File: config.mk
export PLATFORM = sky130hd
export DESIGN_NAME = fcs_host
export DESIGN_NICKNAME = d
export VERILOG_FILES = /design/src/fcs_pkg.sv /design/src/fcs_host.sv
export SDC_FILE = /design/constraint.sdc
export NUM_CORES = 1
export LEC_CHECK = 0
export BUFFER_PORTS_ARGS = -buffer_cell sky130_fd_sc_hd__buf_2
export CORE_MARGIN = 2
export CORE_UTILIZATION = 50
export DETAILED_ROUTE_END_ITERATION = 8
export PLACE_DENSITY = 0.7
export SYNTH_ARGS = -nofsm -noshare
export SYNTH_HDL_FRONTEND = slang
export SYNTH_SLANG_ARGS = --single-unit
File: constraint.sdc
create_clock -name core_clk -period 2.8 [get_ports core_clk]
set_input_delay 0.28 -clock core_clk [delete_from_list [all_inputs] [get_ports core_clk]]
set_output_delay 0.28 -clock core_clk [all_outputs]
set_load 0.05 [all_outputs]
File: src/fcs_pkg.sv
// How it works
// Identification entry only when no operation runs
// Identification entry: two unlocks, bank command
// Identification mode left only by reset
// Secure region: three-cycle entry, four-cycle exit
// Device refuses secure region while busy
// No bypass or acceleration inside secure region
// Program: two unlocks, set-up, address/data
// Device hides secure/identify/query while busy
// Bank back to read after programming
// Commands ignored during program; hardware reset aborts
// Programming only clears bits
// Bypass entry 20h; bypass program A0h then data
// Bypass accepts only program and two-cycle reset
// High-voltage protect pin forces bypass mode
// Chip erase: six write cycles
// Device preprograms to zero before erase
// Commands ignored during chip erase
// Sector erase: six cycles, sector address last
// Added sectors within 80 us window
// Other command in window returns read mode; the code refuses identify, secure, bypass and erase entry there, window kept
// Running sector erase accepts only suspend; the code refuses suspend then, as sect_run_reg clears one cycle after launch
// Reset command returns read, keeps embedded operation
// Suspend B0h only for sector erase
// Word unlocks AA at 555, 55 at 2AA
package fcs_pkg;
    localparam int FCS_AW = 23;
    localparam int FCS_DW = 16;
    localparam logic [7:0] REG_CTRL = 8'h00;
    localparam logic [7:0] REG_ADDR = 8'h04;
    localparam logic [7:0] REG_DATA = 8'h08;
    localparam logic [7:0] REG_CMD = 8'h0C;
    localparam logic [7:0] REG_STATUS = 8'h10;
    localparam logic [7:0] REG_RDATA = 8'h14;
    localparam int CTRL_BYTE = 0;
    localparam int CTRL_ACCEL = 1;
    localparam int CTRL_HWRST = 2;
    localparam int ST_BUSY = 0;
    localparam int ST_REFUSED = 1;
    localparam int ST_AUTOSEL = 2;
    localparam int ST_SECURE = 3;
    localparam int ST_BYPASS = 4;
    localparam int ST_WINDOW = 5;
    localparam int ST_READY = 6;
    localparam int ST_SUSPEND = 7;
    localparam logic [FCS_DW-1:0] D_UNLOCK1 = 16'h00AA;
    localparam logic [FCS_DW-1:0] D_UNLOCK2 = 16'h0055;
    localparam logic [FCS_DW-1:0] D_AUTOSEL = 16'h0090;
    localparam logic [FCS_DW-1:0] D_SECURE = 16'h0088;
    localparam logic [FCS_DW-1:0] D_PROG = 16'h00A0;
    localparam logic [FCS_DW-1:0] D_BYPASS = 16'h0020;
    localparam logic [FCS_DW-1:0] D_ERASE_SETUP = 16'h0080;
    localparam logic [FCS_DW-1:0] D_CHIP = 16'h0010;
    localparam logic [FCS_DW-1:0] D_SECTOR = 16'h0030;
    localparam logic [FCS_DW-1:0] D_SUSPEND = 16'h00B0;
    localparam logic [FCS_DW-1:0] D_RESUME = 16'h0030;
    localparam logic [FCS_DW-1:0] D_RESET = 16'h00F0;
    localparam logic [FCS_DW-1:0] D_EXIT = 16'h0000;
    localparam logic [11:0] A_U1_WORD = 12'h555;
    localparam logic [11:0] A_U2_WORD = 12'h2AA;
    localparam logic [11:0] A_U1_BYTE = 12'hAAA;
    localparam logic [11:0] A_U2_BYTE = 12'h555;
    localparam int CLK_HZ = 20000000;
    localparam int WINDOW_US = 80;
    localparam int WINDOW_CYC = WINDOW_US * (CLK_HZ / 1000000);
    localparam logic [1:0] RESP_OKAY = 2'h0;
    localparam logic [1:0] RESP_SLVERR = 2'h2;
    typedef enum logic [3:0] {
        CMD_READ = 4'h0, CMD_RESET = 4'h1, CMD_AUTOSEL = 4'h2, CMD_SEC_ENTER = 4'h3,
        CMD_SEC_EXIT = 4'h4, CMD_PROG = 4'h5, CMD_BYP_ENTER = 4'h6, CMD_BYP_PROG = 4'h7,
        CMD_BYP_RESET = 4'h8, CMD_CHIP_ERASE = 4'h9, CMD_SECT_ERASE = 4'hA, CMD_SECT_ADD = 4'hB,
        CMD_SUSPEND = 4'hC, CMD_RESUME = 4'hD
    } fcs_cmd_type;
    typedef enum logic [2:0] {
        ST_IDLE = 3'h0, ST_W_SETUP = 3'h1, ST_W_STROBE = 3'h2, ST_W_HOLD = 3'h3, ST_R_WAIT = 3'h4
    } fcs_state_type;
    typedef struct packed {
        logic [FCS_AW-1:0] addr;
        logic [FCS_DW-1:0] data;
    } fcs_cycle_type;
    typedef struct packed {
        logic [FCS_AW-1:0] addr;
        logic [FCS_DW-1:0] dq_out;
        logic dq_oe;
        logic ce_n;
        logic we_n;
        logic oe_n;
        logic byte_n;
        logic reset_n;
        logic protect_accel_pin;
    } fcs_pins_type;
endpackage

File: src/fcs_host.sv
`timescale 1ns/10ps
module fcs_host import fcs_pkg::*; #(
    parameter int SETUP_CYC = 1,
    parameter int STROBE_CYC = 2,
    parameter int HOLD_CYC = 1,
    parameter int READ_CYC = 6
) (
    input wire logic core_clk,
    input wire logic srst,
    input wire logic [7:0] s_axi_awaddr,
    input wire logic s_axi_awvalid,
    output logic s_axi_awready,
    input wire logic [31:0] s_axi_wdata,
    input wire logic [3:0] s_axi_wstrb,
    input wire logic s_axi_wvalid,
    output logic s_axi_wready,
    output logic [1:0] s_axi_bresp,
    output logic s_axi_bvalid,
    input wire logic s_axi_bready,
    input wire logic [7:0] s_axi_araddr,
    input wire logic s_axi_arvalid,
    output logic s_axi_arready,
    output logic [31:0] s_axi_rdata,
    output logic [1:0] s_axi_rresp,
    output logic s_axi_rvalid,
    input wire logic s_axi_rready,
    output fcs_pins_type flash_pins,
    input wire logic [FCS_DW-1:0] flash_dq_in,
    input wire logic ready_busy_output
);
    function automatic logic [31:0] strb_merge(input logic [31:0] old, input logic [31:0] nw, input logic [3:0] s);
        logic [31:0] r;
        r = old;
        for (int i = 0; i < 4; i++) begin
            if (s[i]) begin
                r[i*8 +: 8] = nw[i*8 +: 8];
            end
        end
        return r;
    endfunction

    function automatic logic [2:0] cycle_count(input fcs_cmd_type c);
        case (c)
            CMD_AUTOSEL, CMD_SEC_ENTER, CMD_BYP_ENTER: cycle_count = 3'd3;
            CMD_SEC_EXIT, CMD_PROG: cycle_count = 3'd4;
            CMD_BYP_PROG, CMD_BYP_RESET: cycle_count = 3'd2;
            CMD_CHIP_ERASE, CMD_SECT_ERASE: cycle_count = 3'd6;
            default: cycle_count = 3'd1;
        endcase
    endfunction

    function automatic fcs_cycle_type cycle_word(input fcs_cmd_type c, input logic [2:0] idx, input logic byte_m,
                                                 input logic [FCS_AW-1:0] a, input logic [FCS_DW-1:0] d);
        fcs_cycle_type r;
        logic [FCS_AW-1:0] u1;
        logic [FCS_AW-1:0] u2;
        logic [FCS_AW-1:0] ba;
        u1 = FCS_AW'(byte_m ? A_U1_BYTE : A_U1_WORD);
        u2 = FCS_AW'(byte_m ? A_U2_BYTE : A_U2_WORD);
        ba = {a[FCS_AW-1:12], u1[11:0]};
        r.addr = a;
        r.data = d;
        if (c == CMD_SECT_ADD || c == CMD_SUSPEND || c == CMD_RESUME || c == CMD_RESET) begin
            r.data = (c == CMD_SECT_ADD) ? D_SECTOR : (c == CMD_SUSPEND) ? D_SUSPEND :
                     (c == CMD_RESUME) ? D_RESUME : D_RESET; // see see
        end else if (c == CMD_BYP_PROG || c == CMD_BYP_RESET) begin
            if (idx == 3'd0) begin
                r.data = (c == CMD_BYP_PROG) ? D_PROG : D_AUTOSEL; // see
            end else if (c == CMD_BYP_RESET) begin
                r.data = D_EXIT;
            end
        end else if (idx == 3'd0 || (idx == 3'd3 && cycle_count(c) == 3'd6)) begin
            r.addr = u1;
            r.data = D_UNLOCK1;
        end else if (idx == 3'd1 || idx == 3'd4) begin
            r.addr = u2;
            r.data = D_UNLOCK2;
        end else if (idx == 3'd2) begin
            r.addr = (c == CMD_AUTOSEL) ? ba : u1;
            case (c)
                CMD_AUTOSEL, CMD_SEC_EXIT: r.data = D_AUTOSEL;
                CMD_SEC_ENTER: r.data = D_SECURE;
                CMD_PROG: r.data = D_PROG;
                CMD_BYP_ENTER: r.data = D_BYPASS;
                default: r.data = D_ERASE_SETUP; // see
            endcase
        end else if (c == CMD_SEC_EXIT) begin
            r.data = D_EXIT;
        end else if (c == CMD_CHIP_ERASE) begin
            r.addr = u1;
            r.data = D_CHIP; // see
        end else if (c == CMD_SECT_ERASE) begin
            r.data = D_SECTOR;
        end
        return r;
    endfunction

    logic aw_held_reg, w_held_reg;
    logic [7:0] awaddr_reg, araddr_unused;
    logic [31:0] wdata_reg;
    logic [3:0] wstrb_reg;
    logic [31:0] ctrl_reg, addr_reg, data_reg, rdata_reg;
    logic autosel_reg, secure_reg, bypass_reg, suspend_reg, refused_reg, sect_run_reg;
    logic [11:0] window_reg;
    logic [2:0] rb_sync_reg;
    logic rb_stable_reg;
    logic [FCS_DW-1:0] dq_s1_reg, dq_s2_reg, dq_s3_reg;
    fcs_state_type state_reg;
    fcs_cmd_type cmd_reg, new_cmd;
    logic [2:0] idx_reg;
    logic [7:0] cnt_reg;
    fcs_cycle_type cyc;
    logic wr_en, launch, allowed, accel_eff, bypass_eff, window_on, oprun, last_cycle, seq_done;

    assign wr_en = aw_held_reg && w_held_reg && !s_axi_bvalid;
    assign s_axi_awready = !aw_held_reg && !s_axi_bvalid;
    assign s_axi_wready = !w_held_reg && !s_axi_bvalid;
    assign s_axi_arready = !s_axi_rvalid;
    assign araddr_unused = s_axi_araddr;
    assign new_cmd = fcs_cmd_type'(wdata_reg[3:0]);
    assign launch = wr_en && awaddr_reg == REG_CMD && wstrb_reg[0];
    assign accel_eff = ctrl_reg[CTRL_ACCEL] && !secure_reg;
    assign bypass_eff = bypass_reg || accel_eff;
    assign window_on = window_reg != 12'd0;
    assign oprun = !rb_stable_reg;
    assign last_cycle = idx_reg == cycle_count(cmd_reg) - 3'd1;
    assign seq_done = state_reg == ST_W_HOLD && cnt_reg == 8'(HOLD_CYC - 1) && last_cycle;
    assign cyc = cycle_word(cmd_reg, idx_reg, ctrl_reg[CTRL_BYTE], addr_reg[FCS_AW-1:0], data_reg[FCS_DW-1:0]);

    always_comb begin
        allowed = state_reg == ST_IDLE && !ctrl_reg[CTRL_HWRST];
        if (oprun) begin // see
            allowed = allowed && (new_cmd == CMD_READ ||
                      (new_cmd == CMD_SUSPEND && sect_run_reg && !suspend_reg)); // see see see
        end else if (autosel_reg) begin
            allowed = allowed && (new_cmd == CMD_READ || new_cmd == CMD_RESET);
        end else if (bypass_eff) begin
            allowed = allowed && (new_cmd == CMD_READ || new_cmd == CMD_BYP_PROG ||
                      (new_cmd == CMD_BYP_RESET && !accel_eff));
        end else begin
            case (new_cmd)
                CMD_AUTOSEL: allowed = allowed && !window_on;
                CMD_SEC_ENTER: allowed = allowed && !window_on && !suspend_reg;
                CMD_BYP_ENTER: allowed = allowed && !secure_reg && !window_on;
                CMD_BYP_PROG, CMD_BYP_RESET: allowed = 1'b0;
                CMD_SECT_ADD: allowed = allowed && window_on;
                CMD_SUSPEND: allowed = allowed && window_on && !suspend_reg;
                CMD_RESUME: allowed = allowed && suspend_reg;
                CMD_CHIP_ERASE, CMD_SECT_ERASE: allowed = allowed && !suspend_reg && !window_on;
                CMD_READ, CMD_RESET, CMD_SEC_EXIT, CMD_PROG: allowed = allowed;
                default: allowed = 1'b0;
            endcase
        end
    end

    always_ff @(posedge core_clk) begin
        if (srst) begin
            aw_held_reg <= 1'b0;
            w_held_reg <= 1'b0;
            awaddr_reg <= 8'h00;
            wdata_reg <= 32'h00000000;
            wstrb_reg <= 4'h0;
            s_axi_bvalid <= 1'b0;
            s_axi_bresp <= RESP_OKAY;
        end else begin
            if (s_axi_awvalid && s_axi_awready) begin
                aw_held_reg <= 1'b1;
                awaddr_reg <= s_axi_awaddr;
            end
            if (s_axi_wvalid && s_axi_wready) begin
                w_held_reg <= 1'b1;
                wdata_reg <= s_axi_wdata;
                wstrb_reg <= s_axi_wstrb;
            end
            if (wr_en) begin
                aw_held_reg <= 1'b0;
                w_held_reg <= 1'b0;
                s_axi_bvalid <= 1'b1;
                s_axi_bresp <= (awaddr_reg <= REG_STATUS && awaddr_reg[1:0] == 2'h0) ? RESP_OKAY : RESP_SLVERR;
            end else if (s_axi_bready) begin
                s_axi_bvalid <= 1'b0;
            end
        end
    end

    always_ff @(posedge core_clk) begin
        if (srst) begin
            s_axi_rvalid <= 1'b0;
            s_axi_rdata <= 32'h00000000;
            s_axi_rresp <= RESP_OKAY;
        end else if (s_axi_arvalid && s_axi_arready) begin
            s_axi_rvalid <= 1'b1;
            s_axi_rresp <= RESP_OKAY;
            case (s_axi_araddr)
                REG_CTRL: s_axi_rdata <= ctrl_reg;
                REG_ADDR: s_axi_rdata <= addr_reg;
                REG_DATA: s_axi_rdata <= data_reg;
                REG_CMD: s_axi_rdata <= {28'h0000000, cmd_reg};
                REG_STATUS: s_axi_rdata <= {24'h000000, suspend_reg, rb_stable_reg, window_on, bypass_eff,
                                            secure_reg, autosel_reg, refused_reg, state_reg != ST_IDLE};
                REG_RDATA: s_axi_rdata <= rdata_reg;
                default: begin
                    s_axi_rdata <= 32'h00000000;
                    s_axi_rresp <= RESP_SLVERR;
                end
            endcase
        end else if (s_axi_rready) begin
            s_axi_rvalid <= 1'b0;
        end
    end

    always_ff @(posedge core_clk) begin
        if (srst) begin
            ctrl_reg <= 32'h00000000;
            addr_reg <= 32'h00000000;
            data_reg <= 32'h00000000;
        end else if (wr_en) begin
            if (awaddr_reg == REG_CTRL) begin
                ctrl_reg <= strb_merge(ctrl_reg, wdata_reg, wstrb_reg) & 32'h00000007;
            end
            if (awaddr_reg == REG_ADDR) begin
                addr_reg <= strb_merge(addr_reg, wdata_reg, wstrb_reg);
            end
            if (awaddr_reg == REG_DATA) begin
                data_reg <= strb_merge(data_reg, wdata_reg, wstrb_reg);
            end
        end
    end

    // Ready/busy and data pins pass three stages; a level counts once stages two and three agree
    always_ff @(posedge core_clk) begin
        if (srst) begin
            rb_sync_reg <= 3'h7;
            rb_stable_reg <= 1'b1;
            dq_s1_reg <= 16'h0000;
            dq_s2_reg <= 16'h0000;
            dq_s3_reg <= 16'h0000;
        end else begin
            rb_sync_reg <= {rb_sync_reg[1:0], ready_busy_output};
            if (rb_sync_reg[1] == rb_sync_reg[2]) begin
                rb_stable_reg <= rb_sync_reg[2];
            end
            dq_s1_reg <= flash_dq_in;
            dq_s2_reg <= dq_s1_reg;
            dq_s3_reg <= dq_s2_reg;
        end
    end

    // Mode tracking and refusal flag
    always_ff @(posedge core_clk) begin
        if (srst || ctrl_reg[CTRL_HWRST]) begin
            autosel_reg <= 1'b0; // see
            secure_reg <= 1'b0;
            bypass_reg <= 1'b0;
            suspend_reg <= 1'b0;
            sect_run_reg <= 1'b0;
            refused_reg <= srst ? 1'b0 : refused_reg;
        end else begin
            if (wr_en && awaddr_reg == REG_STATUS && wstrb_reg[0] && wdata_reg[ST_REFUSED]) begin
                refused_reg <= 1'b0;
            end
            if (launch && !allowed) begin
                refused_reg <= 1'b1;
            end
            if (rb_stable_reg && !window_on && !suspend_reg) begin
                sect_run_reg <= 1'b0;
            end
            if (launch && allowed) begin
                case (new_cmd)
                    CMD_AUTOSEL: autosel_reg <= 1'b1;
                    CMD_RESET: autosel_reg <= 1'b0; // see
                    CMD_SEC_ENTER: secure_reg <= 1'b1;
                    CMD_SEC_EXIT: secure_reg <= 1'b0;
                    CMD_BYP_ENTER: bypass_reg <= 1'b1;
                    CMD_BYP_RESET: bypass_reg <= 1'b0;
                    CMD_SECT_ERASE: sect_run_reg <= 1'b1;
                    CMD_SUSPEND: suspend_reg <= 1'b1;
                    CMD_RESUME: suspend_reg <= 1'b0;
                    default: sect_run_reg <= sect_run_reg;
                endcase
            end
        end
    end

    // Accumulation window restarts when select rises at the end of the last write of each sector command
    always_ff @(posedge core_clk) begin
        if (srst || ctrl_reg[CTRL_HWRST]) begin
            window_reg <= 12'd0;
        end else if (seq_done && (cmd_reg == CMD_SECT_ERASE || cmd_reg == CMD_SECT_ADD)) begin
            window_reg <= 12'(WINDOW_CYC);
        end else if (launch && allowed && new_cmd != CMD_READ && new_cmd != CMD_SECT_ADD) begin
            window_reg <= 12'd0;
        end else if (window_on) begin
            window_reg <= window_reg - 12'd1;
        end
    end

    // Bus cycle engine drives one write or read cycle at a time
    always_ff @(posedge core_clk) begin
        if (srst) begin
            state_reg <= ST_IDLE;
            cmd_reg <= CMD_READ;
            idx_reg <= 3'd0;
            cnt_reg <= 8'd0;
            rdata_reg <= 32'h00000000;
            flash_pins <= '{addr: '0, dq_out: '0, dq_oe: 1'b0, ce_n: 1'b1, we_n: 1'b1, oe_n: 1'b1,
                            byte_n: 1'b1, reset_n: 1'b0, protect_accel_pin: 1'b0};
        end else begin
            flash_pins.byte_n <= !ctrl_reg[CTRL_BYTE];
            flash_pins.reset_n <= !ctrl_reg[CTRL_HWRST]; // see
            flash_pins.protect_accel_pin <= accel_eff; // see
            cnt_reg <= cnt_reg + 8'd1;
            case (state_reg)
                ST_IDLE: begin
                    cnt_reg <= 8'd0;
                    idx_reg <= 3'd0;
                    if (launch && allowed) begin
                        cmd_reg <= new_cmd;
                        flash_pins.ce_n <= 1'b0;
                        flash_pins.addr <= addr_reg[FCS_AW-1:0];
                        flash_pins.oe_n <= new_cmd != CMD_READ;
                        state_reg <= (new_cmd == CMD_READ) ? ST_R_WAIT : ST_W_SETUP;
                    end
                end
                ST_W_SETUP: begin
                    flash_pins.ce_n <= 1'b0;
                    flash_pins.addr <= cyc.addr;
                    flash_pins.dq_out <= cyc.data;
                    flash_pins.dq_oe <= 1'b1;
                    if (cnt_reg >= 8'(SETUP_CYC)) begin // Select and address settle before the strobe falls
                        cnt_reg <= 8'd0;
                        flash_pins.we_n <= 1'b0;
                        state_reg <= ST_W_STROBE;
                    end
                end
                ST_W_STROBE: begin
                    if (cnt_reg >= 8'(STROBE_CYC - 1)) begin
                        cnt_reg <= 8'd0;
                        flash_pins.we_n <= 1'b1;
                        state_reg <= ST_W_HOLD;
                    end
                end
                ST_W_HOLD: begin
                    if (cnt_reg >= 8'(HOLD_CYC - 1)) begin
                        cnt_reg <= 8'd0;
                        flash_pins.ce_n <= 1'b1;
                        flash_pins.dq_oe <= 1'b0;
                        idx_reg <= idx_reg + 3'd1;
                        state_reg <= last_cycle ? ST_IDLE : ST_W_SETUP; // see see
                    end
                end
                ST_R_WAIT: begin
                    if (cnt_reg >= 8'(READ_CYC - 1) && dq_s2_reg == dq_s3_reg) begin
                        rdata_reg <= {16'h0000, dq_s3_reg};
                        flash_pins.ce_n <= 1'b1;
                        flash_pins.oe_n <= 1'b1;
                        state_reg <= ST_IDLE;
                    end
                end
                default: state_reg <= ST_IDLE;
            endcase
        end
    end
endmodule

======== Yosys cells after proc, flatten, opt, wreduce, memory -nomap -nowiden ========
Memories as Yosys holds them, arrays and structs flattened. A register that Yosys moved wholly into a read port is not among the register bits.
Cells that the tools add are included.
Widths: inputs -> output; s select.
storage, ports and cells
  input bits .............................. 76
  bits in registers ....................... 301
  output and inout bits ................... 87
  memory bits (read-only) ................. 96
  logic and storage cells ................. 309
  memories ................................ 2
cells by class
  magnitude comparators ................... 4
  reduce and logical (&&, ||, !) cells .... 120
  equal/unequal tests ..................... 55
  mux-type cells .......................... 78
  $add $sub $neg .......................... 4
memories
  name             depth  bits a word  rd ports  clocked after memory_dff  wr ports  RTL line        text
  (no name shown)  16     3            1         1                         0         fcs_host.sv:43  case (c)
  (no name shown)  16     3            1         1                         0         fcs_host.sv:43
operators by type and width
  cell                number
  $pmux 32 s6         1
  $mux 23             6
  $mux 39             3
  $mux 16             7
  $eq 4x4->1 const B  12
  $pmux 23 s2         1
  $mux 11             4
  $logic_and 1x1->1   41
  $mux 8              5
  $reduce_and 3->1    11
  $eq 4x3->1 const B  8
  $eq 8x4->1 const B  4
  $pmux 8 s4          1
  $mux 3              9
  $eq 8x5->1 const B  3
  $logic_not 8->1     3
  $pmux 8 s3          1
  $reduce_bool 2->1   11
  $reduce_and 2->1    10
  $mux 1              19
  $eq 16x16->1        1
  $eq 4x2->1 const B  4
  $eq 8x3->1 const B  2
  $ge 8x1->1 const B  2
  40 further kinds    92

======== Longest topological paths before layout ========
Gate-level depths: netlist (run 1).
  depth after elaboration ................. 14
  depth in mapped cells ................... 11
  gate-level depth less buffers ........... 9

======== Worst setup path after synthesis (run 1) ========
No wires, ideal clock.
  path type ............................... reg-to-reg
  start point ............................. reg cnt_reg[0]
  end point ............................... reg rdata_reg[15]
  clock period less this slack ............ 2.409 ns
  arrival time ............................ 2.282 ns
  stages on the path, launching flop included .. 11
  required time ........................... 2.672 ns
  path buffers ............................ 2
  slack ................................... 0.391 ns
  setup time .............................. 0.128 ns
  cells stage by stage .................... dfxtp_1 > inv_1 > ha_1 > nand2b_1 > a21oi_1 > or4_1 > or4b_1 > buf_6 > buf_6 > mux2i_1 > nor2_1
on the way
  word-level cells in the longest chain between the ends .. 3
ends and longest elaborated chain
  what                        RTL line         text
  start, declared             fcs_host.sv:111  logic [7:0] cnt_reg;
  start signal, assigned      fcs_host.sv:312  cnt_reg <= cnt_reg + 8'd1;
  $ge 8x3->1                  fcs_host.sv:353  if (cnt_reg >= 8'(READ_CYC - 1) && dq_s2_reg == dq_s3_reg) begin
  $logic_and 1x1->1           fcs_host.sv:353
  $reduce_and 2->1 (no line)  --
  end signal, assigned        fcs_host.sv:354  rdata_reg <= {16'h0000, dq_s3_reg};
  end, declared               fcs_host.sv:102  logic [31:0] ctrl_reg, addr_reg, data_reg, rdata_reg;
Every way passes these cells.
A chain may end at the register's enable or synchronous reset.

======== Final worst setup path (run 1) ========
  start point ............................. reg cnt_reg[1]
  end point ............................... reg rdata_reg[0]
Same word-level chain as after synthesis.

==> out/qor.csv, run 1 <==
stage;metric;value;unit
clocking;cts_buffers;30;
yosys;ys.flop_type;dfxtp_1;
hold_path;holdCritPathClass;input port to register;
clocking;root_buffer;clkbuf_16;
global_route;antenna_found_initial;0;
worst_setup_path;path_buf_inv;2;
final_layout;mostFrequentLayoutCell;dfxtp_1;
place;numPortBuffers;160;
floorplan;coreArea;25100;sq um
yosys;synth-compound-area-share;0.184;
timing;tightest_slew;0.780;ns
final_layout;area_delta_synth_final;22.0;%
yosys;ys_seq_area_frac;0.475;
yosys;synthMuxAreaShare;0.0307;
yosys;synthSimpleGateAreaFrac;0.232;
route;post_drt_via_cell_ratio;5.60;
yosys;async_reset_ff_frac;0;
worst_setup_path;critical_path_required;3.21;ns
floorplan;die_w;164;microns
global_route;grt_remaining_overflow;0;
yosys;synthXorXnorAreaFrac;0.0240;
clocking;clkLatencyLatePin;0.55;ns
place;dp_hpwl;24800;microns
global_route;grt_pass1_vias;10700;
clocking;htree_levels;1;
final_layout;largest_reg_flops;46;
worst_setup_path;cp_cell_sequence;inv_1, ha_1, nand2b_1, a21oi_1, or4_1, or4b_1, buf_12, mux2i_1, nor2_1;
yosys;syn_area;12800;sq um
clocking;path_clk_slew;0.06;ns
final_layout;final_cell_mix;dfxtp_1, nand2_1, a21oi_1, buf_2, nor2_1;
power;power.density;614;nW/um^2
yosys;synth_edf_count;1;
worst_setup_path;cp_slowest_cell;or4b_1;
timing;slew_headroom;0.480;
timing;rsz0062_at_grt;yes;
yosys;synth_area_leaders;dfxtp_1, a21oi_1, nand2_1;
yosys;yosysWarnings;0;
global_route;grt_pass1_wl;56800;microns
worst_setup_path;cp-end-kind;register;
worst_setup_path;cp-start-kind;register;
place;dp_worst_setup_slack;0.160;ns
yosys;synth_top_cell_by_area;dfxtp_1;
clocking;cts_tree;done;
place;place_congestion;0.954;
power;p_leak;6.13;nW
final_layout;final_util;0.619;
yosys;synth_cell_types;77;
floorplan;die_height;164;microns
route;routed_wirelength;36000;microns
route;route.detailed.drc;0;
yosys;ys_seq_elements;302;
final_layout;fillers;2217;
floorplan;fp.dieArea;26800;sq um
route;wire_per_inst;17.4;microns
power;ir_drop;0.424;mV
worst_setup_path;path_class;register to register;
timing;final-hold-violation-count;0;
final_layout;n_antenna_cell;0;
yosys;postSynthCellCount;1531;
timing;fin_ws;0.138;ns
timing;setup_viol;0;
yosys;synthAdderAreaFrac;0.0108;
floorplan;rows;58;
worst_setup_path;cp_max_fo;16;
final_layout;final_nets;1808;
route;dr_total_vias;11600;
route;dr.pass1.iters;8;
final_layout;drive_above_1_share;0.163;
run;drv_cap;0;
timing;min_period_over_period;0.951;
final_layout;regMostFlops;flash_pins;
timing;maxSlewViolCount;0;
yosys;synth_top_family_by_area;simple AND/OR/NAND/NOR gates;
clocking;clockBufferDepth;3;
global_route;grt_usage;0.263;
route;final_antenna_net_count;0;
timing;fmax;0.376;GHz
worst_setup_path;slowest_delay;0.66;ns
route;drt_iter0_drc;1066;
floorplan;initial_core_util;0.508;
yosys;avgSynthCellArea;8.33;sq um
clocking;clkSinkCount;302;
floorplan;ios;163;
timing;fin_crit;2.66;ns
global_route;grt_max_degree;79;
worst_setup_path;critPathArrivalTime;3.07;ns
outcome;status;complete, no violations;
yosys;synth_top_area_frac;0.473;
timing;skew;0.00781;ns
worst_setup_path;critPathTopFamily;simple AND/OR/NAND/NOR gates;
-- worst paths after layout --
path	start	to	slack, ns	cells after the start
worst max-delay path	cnt_reg[1]	rdata_reg[0]	0.14	9
worst min register to register	rb_sync_reg[0]	rb_sync_reg[1]	0.41	1
worst max register to register	cnt_reg[1]	rdata_reg[0]	0.14	9
worst min-delay path	s_axi_arvalid	s_axi_rvalid	0.05	3
-- worst reg2reg max path, cell delays in order, from the launching register on --
cell,delay (ns)
dfxtp_1,0.39
inv_1,0.08
ha_1,0.19
nand2b_1,0.08
a21oi_1,0.08
or4_1,0.56
or4b_1,0.66
buf_12,0.23
mux2i_1,0.17
nor2_1,0.07
-- metal layers --
| metal | share of wire | vias to the layer above | GRT usage |
|---|---|---|---|
| met4 | 0.028 | 0 | 0.0766 |
| met2 | 0.47 | 444 | 0.430 |
| met1 | 0.43 | 5405 | 0.361 |
| li1 | - | 5686 | - |
| met3 | 0.072 | 69 | 0.0414 |
| met5 | 0 | - | 0 |
-- cell usage after synthesis (all sizes together) (18+ instances only) --
cell type,n
a21oi,202
dfxtp,301
mux2i,29
nand2b,27
inv,22
nor2b,63
clkbuf,80
a22oi,27
nor3,28
xor2,18
nor2,142
nand2,247
o21ai,43
buf,33
nand3,57
-- where the power goes --
group	leakage [nW]	internal, mW	switching (mW)
clock network	0.492	2.38	1.62
logic	3.19	0.432	0.529
registers	2.45	4.44	0.142
total	6.13	7.26	2.29
-- stage by stage --
stage               cells  cell area [sq um]  power (mW)  hold slack, ns  TNS, ns
floorplan            1532              12800        5.27           0.380        0
global placement     1955              13900        5.51           0.404        0
detailed placement   1955              13900        5.53           0.406        0
CTS                  2070              15500        9.59          0.0329        0
global route         2071              15600        9.93          0.0655  -0.0397
finish               2071              15600        9.55          0.0490        0
-- layout make-up --
| type | count | area [sq um] | share of cell area |
|---|---|---|---|
| Tap cell | 330 | 413 | 0.0265 |
| Clock inverter | 6 | 60.1 | 0.00386 |
| Clock buffer | 46 | 942 | 0.0606 |
| Multi-Input combinational cell | 1095 | 6160 | 0.396 |
| Inverter | 22 | 82.6 | 0.00531 |
| Timing Repair Buffer | 270 | 1840 | 0.118 |
| Sequential cell | 302 | 6060 | 0.389 |
-- kinds of logic (layout without fill, tap and decap cells) --
| kind of cell | count (synthesis) | in the layout |
|---|---|---|
| buffers and inverters | 135 | 344 |
| multiplexers | 37 | 37 |
| AO/OA/AOI/OAI | 379 | 379 |
| XOR/XNOR | 35 | 35 |
| AND/OR/NAND/NOR | 631 | 631 |
| adder cells (fa/ha/maj) | 11 | 11 |
| other | 1 | 2 |
| flip-flops | 302 | 302 |
-- repair_timing --
| action | 4_1_cts | 5_1_grt |
|---|---|---|
| buffers inserted | 0 | 1 |
| hold endpoints to repair | 63 | 0 |
| hold buffers | 63 | 0 |
| resized for setup | 0 | 3 |
| endpoints found under the setup margin | 0 | 25 |
(Power assumes the default switching activity.)
==> run 2, diff against run 1 <==
CELL_PAD_IN_SITES_DETAIL_PLACEMENT = 1   (was not set)
CELL_PAD_IN_SITES_GLOBAL_PLACEMENT = 1   (was not set)
CORE_UTILIZATION = 43   (was 50)
PLACE_DENSITY = not set   (was 0.7)
PLACE_DENSITY_LB_ADDON = 0.1   (was not set)
SETUP_SLACK_MARGIN = 0.3   (was not set)
==> run 2 against run 1 <==
  * Critical path depth up 2
  * Design area up 4.3%
  * Setup slack worse by 0.0017 ns
  * Register-to-register slack about the same
  * Cell count up 3.5%
  * First-iteration DRC count down 5.3%
  * Core utilization down 6.8 points
  * Sequential share of layout area down 1.4 points
  * Clock power up 15%
  * Combinational power up 16%
  * Maximum frequency about the same
  * Power up 8.1%
==> out/qor.csv, run 2 (synthesis results as in run 1) <==
stage;metric;value;unit
outcome;status;complete, no violations;
global_route;antenna_found_initial;0;
place;place_congestion;0.920;
hold_path;holdCritPathClass;input port to register;
worst_setup_path;cp-start-kind;register;
worst_setup_path;timing.rr.end;flash_pins[30];
final_layout;design_area;16200;sq um
final_layout;multi_input_area;6460;sq um
worst_setup_path;path_class;register to register;
route;route.detailed.drc;0;
route;final_antenna_net_count;0;
final_layout;regArea;6080;sq um
global_route;grt_remaining_overflow;0;
worst_setup_path;critPathArrivalTime;3.06;ns
clocking;clockBufferDepth;3;
worst_setup_path;reg2reg_depth;11;
clocking;cts_buffers;35;
final_layout;n_antenna_cell;0;
floorplan;coreArea;29400;sq um
clocking;clkLatencyLatePin;0.52;ns
floorplan;ios;163;
final_layout;final_cell_mix;dfxtp_1, nand2_1, a21oi_1, buf_2, nor2_1;
timing;fin_crit;2.66;ns
timing;skew;0.0141;ns
global_route;grt_max_degree;97;
timing;finalSetupTns;0;ns
worst_setup_path;r2r_slack;0.14;ns
route;post_drt_via_cell_ratio;5.59;
timing;min_period_over_period;0.951;
floorplan;die_height;176;microns
worst_setup_path;critical_path_required;3.20;ns
timing;setup_viol;0;
final_layout;mostFrequentLayoutCell;dfxtp_1;
final_layout;drive_above_1_share;0.212;
place;dp_hpwl;28500;microns
timing;rsz0062_at_grt;yes;
power;p_leak;6.37;nW
route;drt_iter0_drc;1009;
worst_setup_path;cp-end-kind;register;
worst_setup_path;cp_max_fo;8;
global_route;grt_pass1_wl;64500;microns
worst_setup_path;critPathLaunch;window_reg[6];
floorplan;rows;63;
final_layout;final_nets;1819;
route;wire_per_inst;19.9;microns
final_layout;regMostFlops;flash_pins;
clocking;cts_tree;done;
place;placed_cell_area;14000;sq um
clocking;clkSinkCount;302;
timing;maxSlewViolCount;0;
place;numPortBuffers;160;
timing;tightest_slew;0.730;ns
power;ir_drop;0.446;mV
floorplan;fp.dieArea;31000;sq um
timing;final-hold-violation-count;0;
clocking;root_buffer;clkbuf_16;
run;drv_cap;0;
worst_setup_path;r2r_start;window_reg[6];
final_layout;largest_reg_flops;46;
clocking;path_clk_slew;0.06;ns
timing;fmax;0.375;GHz
final_layout;fillers;3477;
clocking;htree_levels;2;
power;power.density;637;nW/um^2
final_layout;area_delta_synth_final;27.2;%
route;dr.pass1.iters;5;
floorplan;initial_core_util;0.434;
worst_setup_path;crit_path_end;flash_pins[30];
floorplan;die_w;176;microns
global_route;grt_usage;0.261;
timing;slew_headroom;0.507;
global_route;grt_pass1_vias;11800;
power;power;10.3;mW
route;dr_total_vias;12000;
route;routed_wirelength;42600;microns
[run 2: per-stage QoR]
stage	hold WS [ns]	worst slack, ns	utilization	instances
2_1_floorplan	0.380	0.391	-	1532
3_3_place_gp	0.397	0.242	0.476	2016
3_5_place_dp	0.400	0.155	0.476	2016
4_1_cts	0.00120	0.293	0.532	2121
5_1_grt	0.0125	0.0539	0.552	2144
6_report	0.00916	0.136	0.552	2144
[run 2: worst min path at each step]
stage                               start             end  depth (start not counted)
final                      s_axi_wstrb[1]    wstrb_reg[1]                          3
after global routing      s_axi_wdata[14]   wdata_reg[14]                          3
after CTS                  s_axi_wstrb[1]    wstrb_reg[1]                          3
after detailed placement   rb_sync_reg[0]  rb_sync_reg[1]                          1
after global placement     rb_sync_reg[0]  rb_sync_reg[1]                          1
after floorplan              s_axi_rready    s_axi_rvalid                          1
[run 2: layout make-up]
type,count,share of cell area
Inverter,22,0.00509
Tap cell,390,0.0301
Clock buffer,46,0.0590
Timing Repair Buffer,276,0.119
Multi-Input combinational cell,1095,0.398
Sequential cell,302,0.375
Clock inverter,13,0.0129
[run 2: what timing repair did]
item                                    4_1_cts  5_1_grt
endpoints found under the setup margin       58       98
hold buffers                                 42        0
buffers inserted                              4       17
gates cloned                                  0        6
endpoints found under the hold margin        42        0
pin swaps                                     3       31
gates resized for setup                      13       72
[run 2: worst max-delay path, cell delays in order, from the launching register on]
cell	delay [ns]
dfxtp_2	0.34
nor4_4	0.38
nand4b_1	0.22
buf_4	0.20
a311oi_4	0.33
buf_4	0.17
a211o_1	0.18
a21oi_4	0.08
buf_6	0.16
buf_12	0.14
o221ai_2	0.24
o21ai_1	0.10
[run 2: where the power goes]
group,switching [mW],internal (mW)
Combinational,0.619,0.487
Clock,1.83,2.80
Sequential,0.149,4.45
[run 2: routing by layer]
layer	up-vias	wire length, microns	track usage
met5	-	0	0
met4	0	1400	0.0933
met3	86	2060	0.0357
met2	325	20000	0.421
met1	5869	19100	0.358
li1	5712	-	-
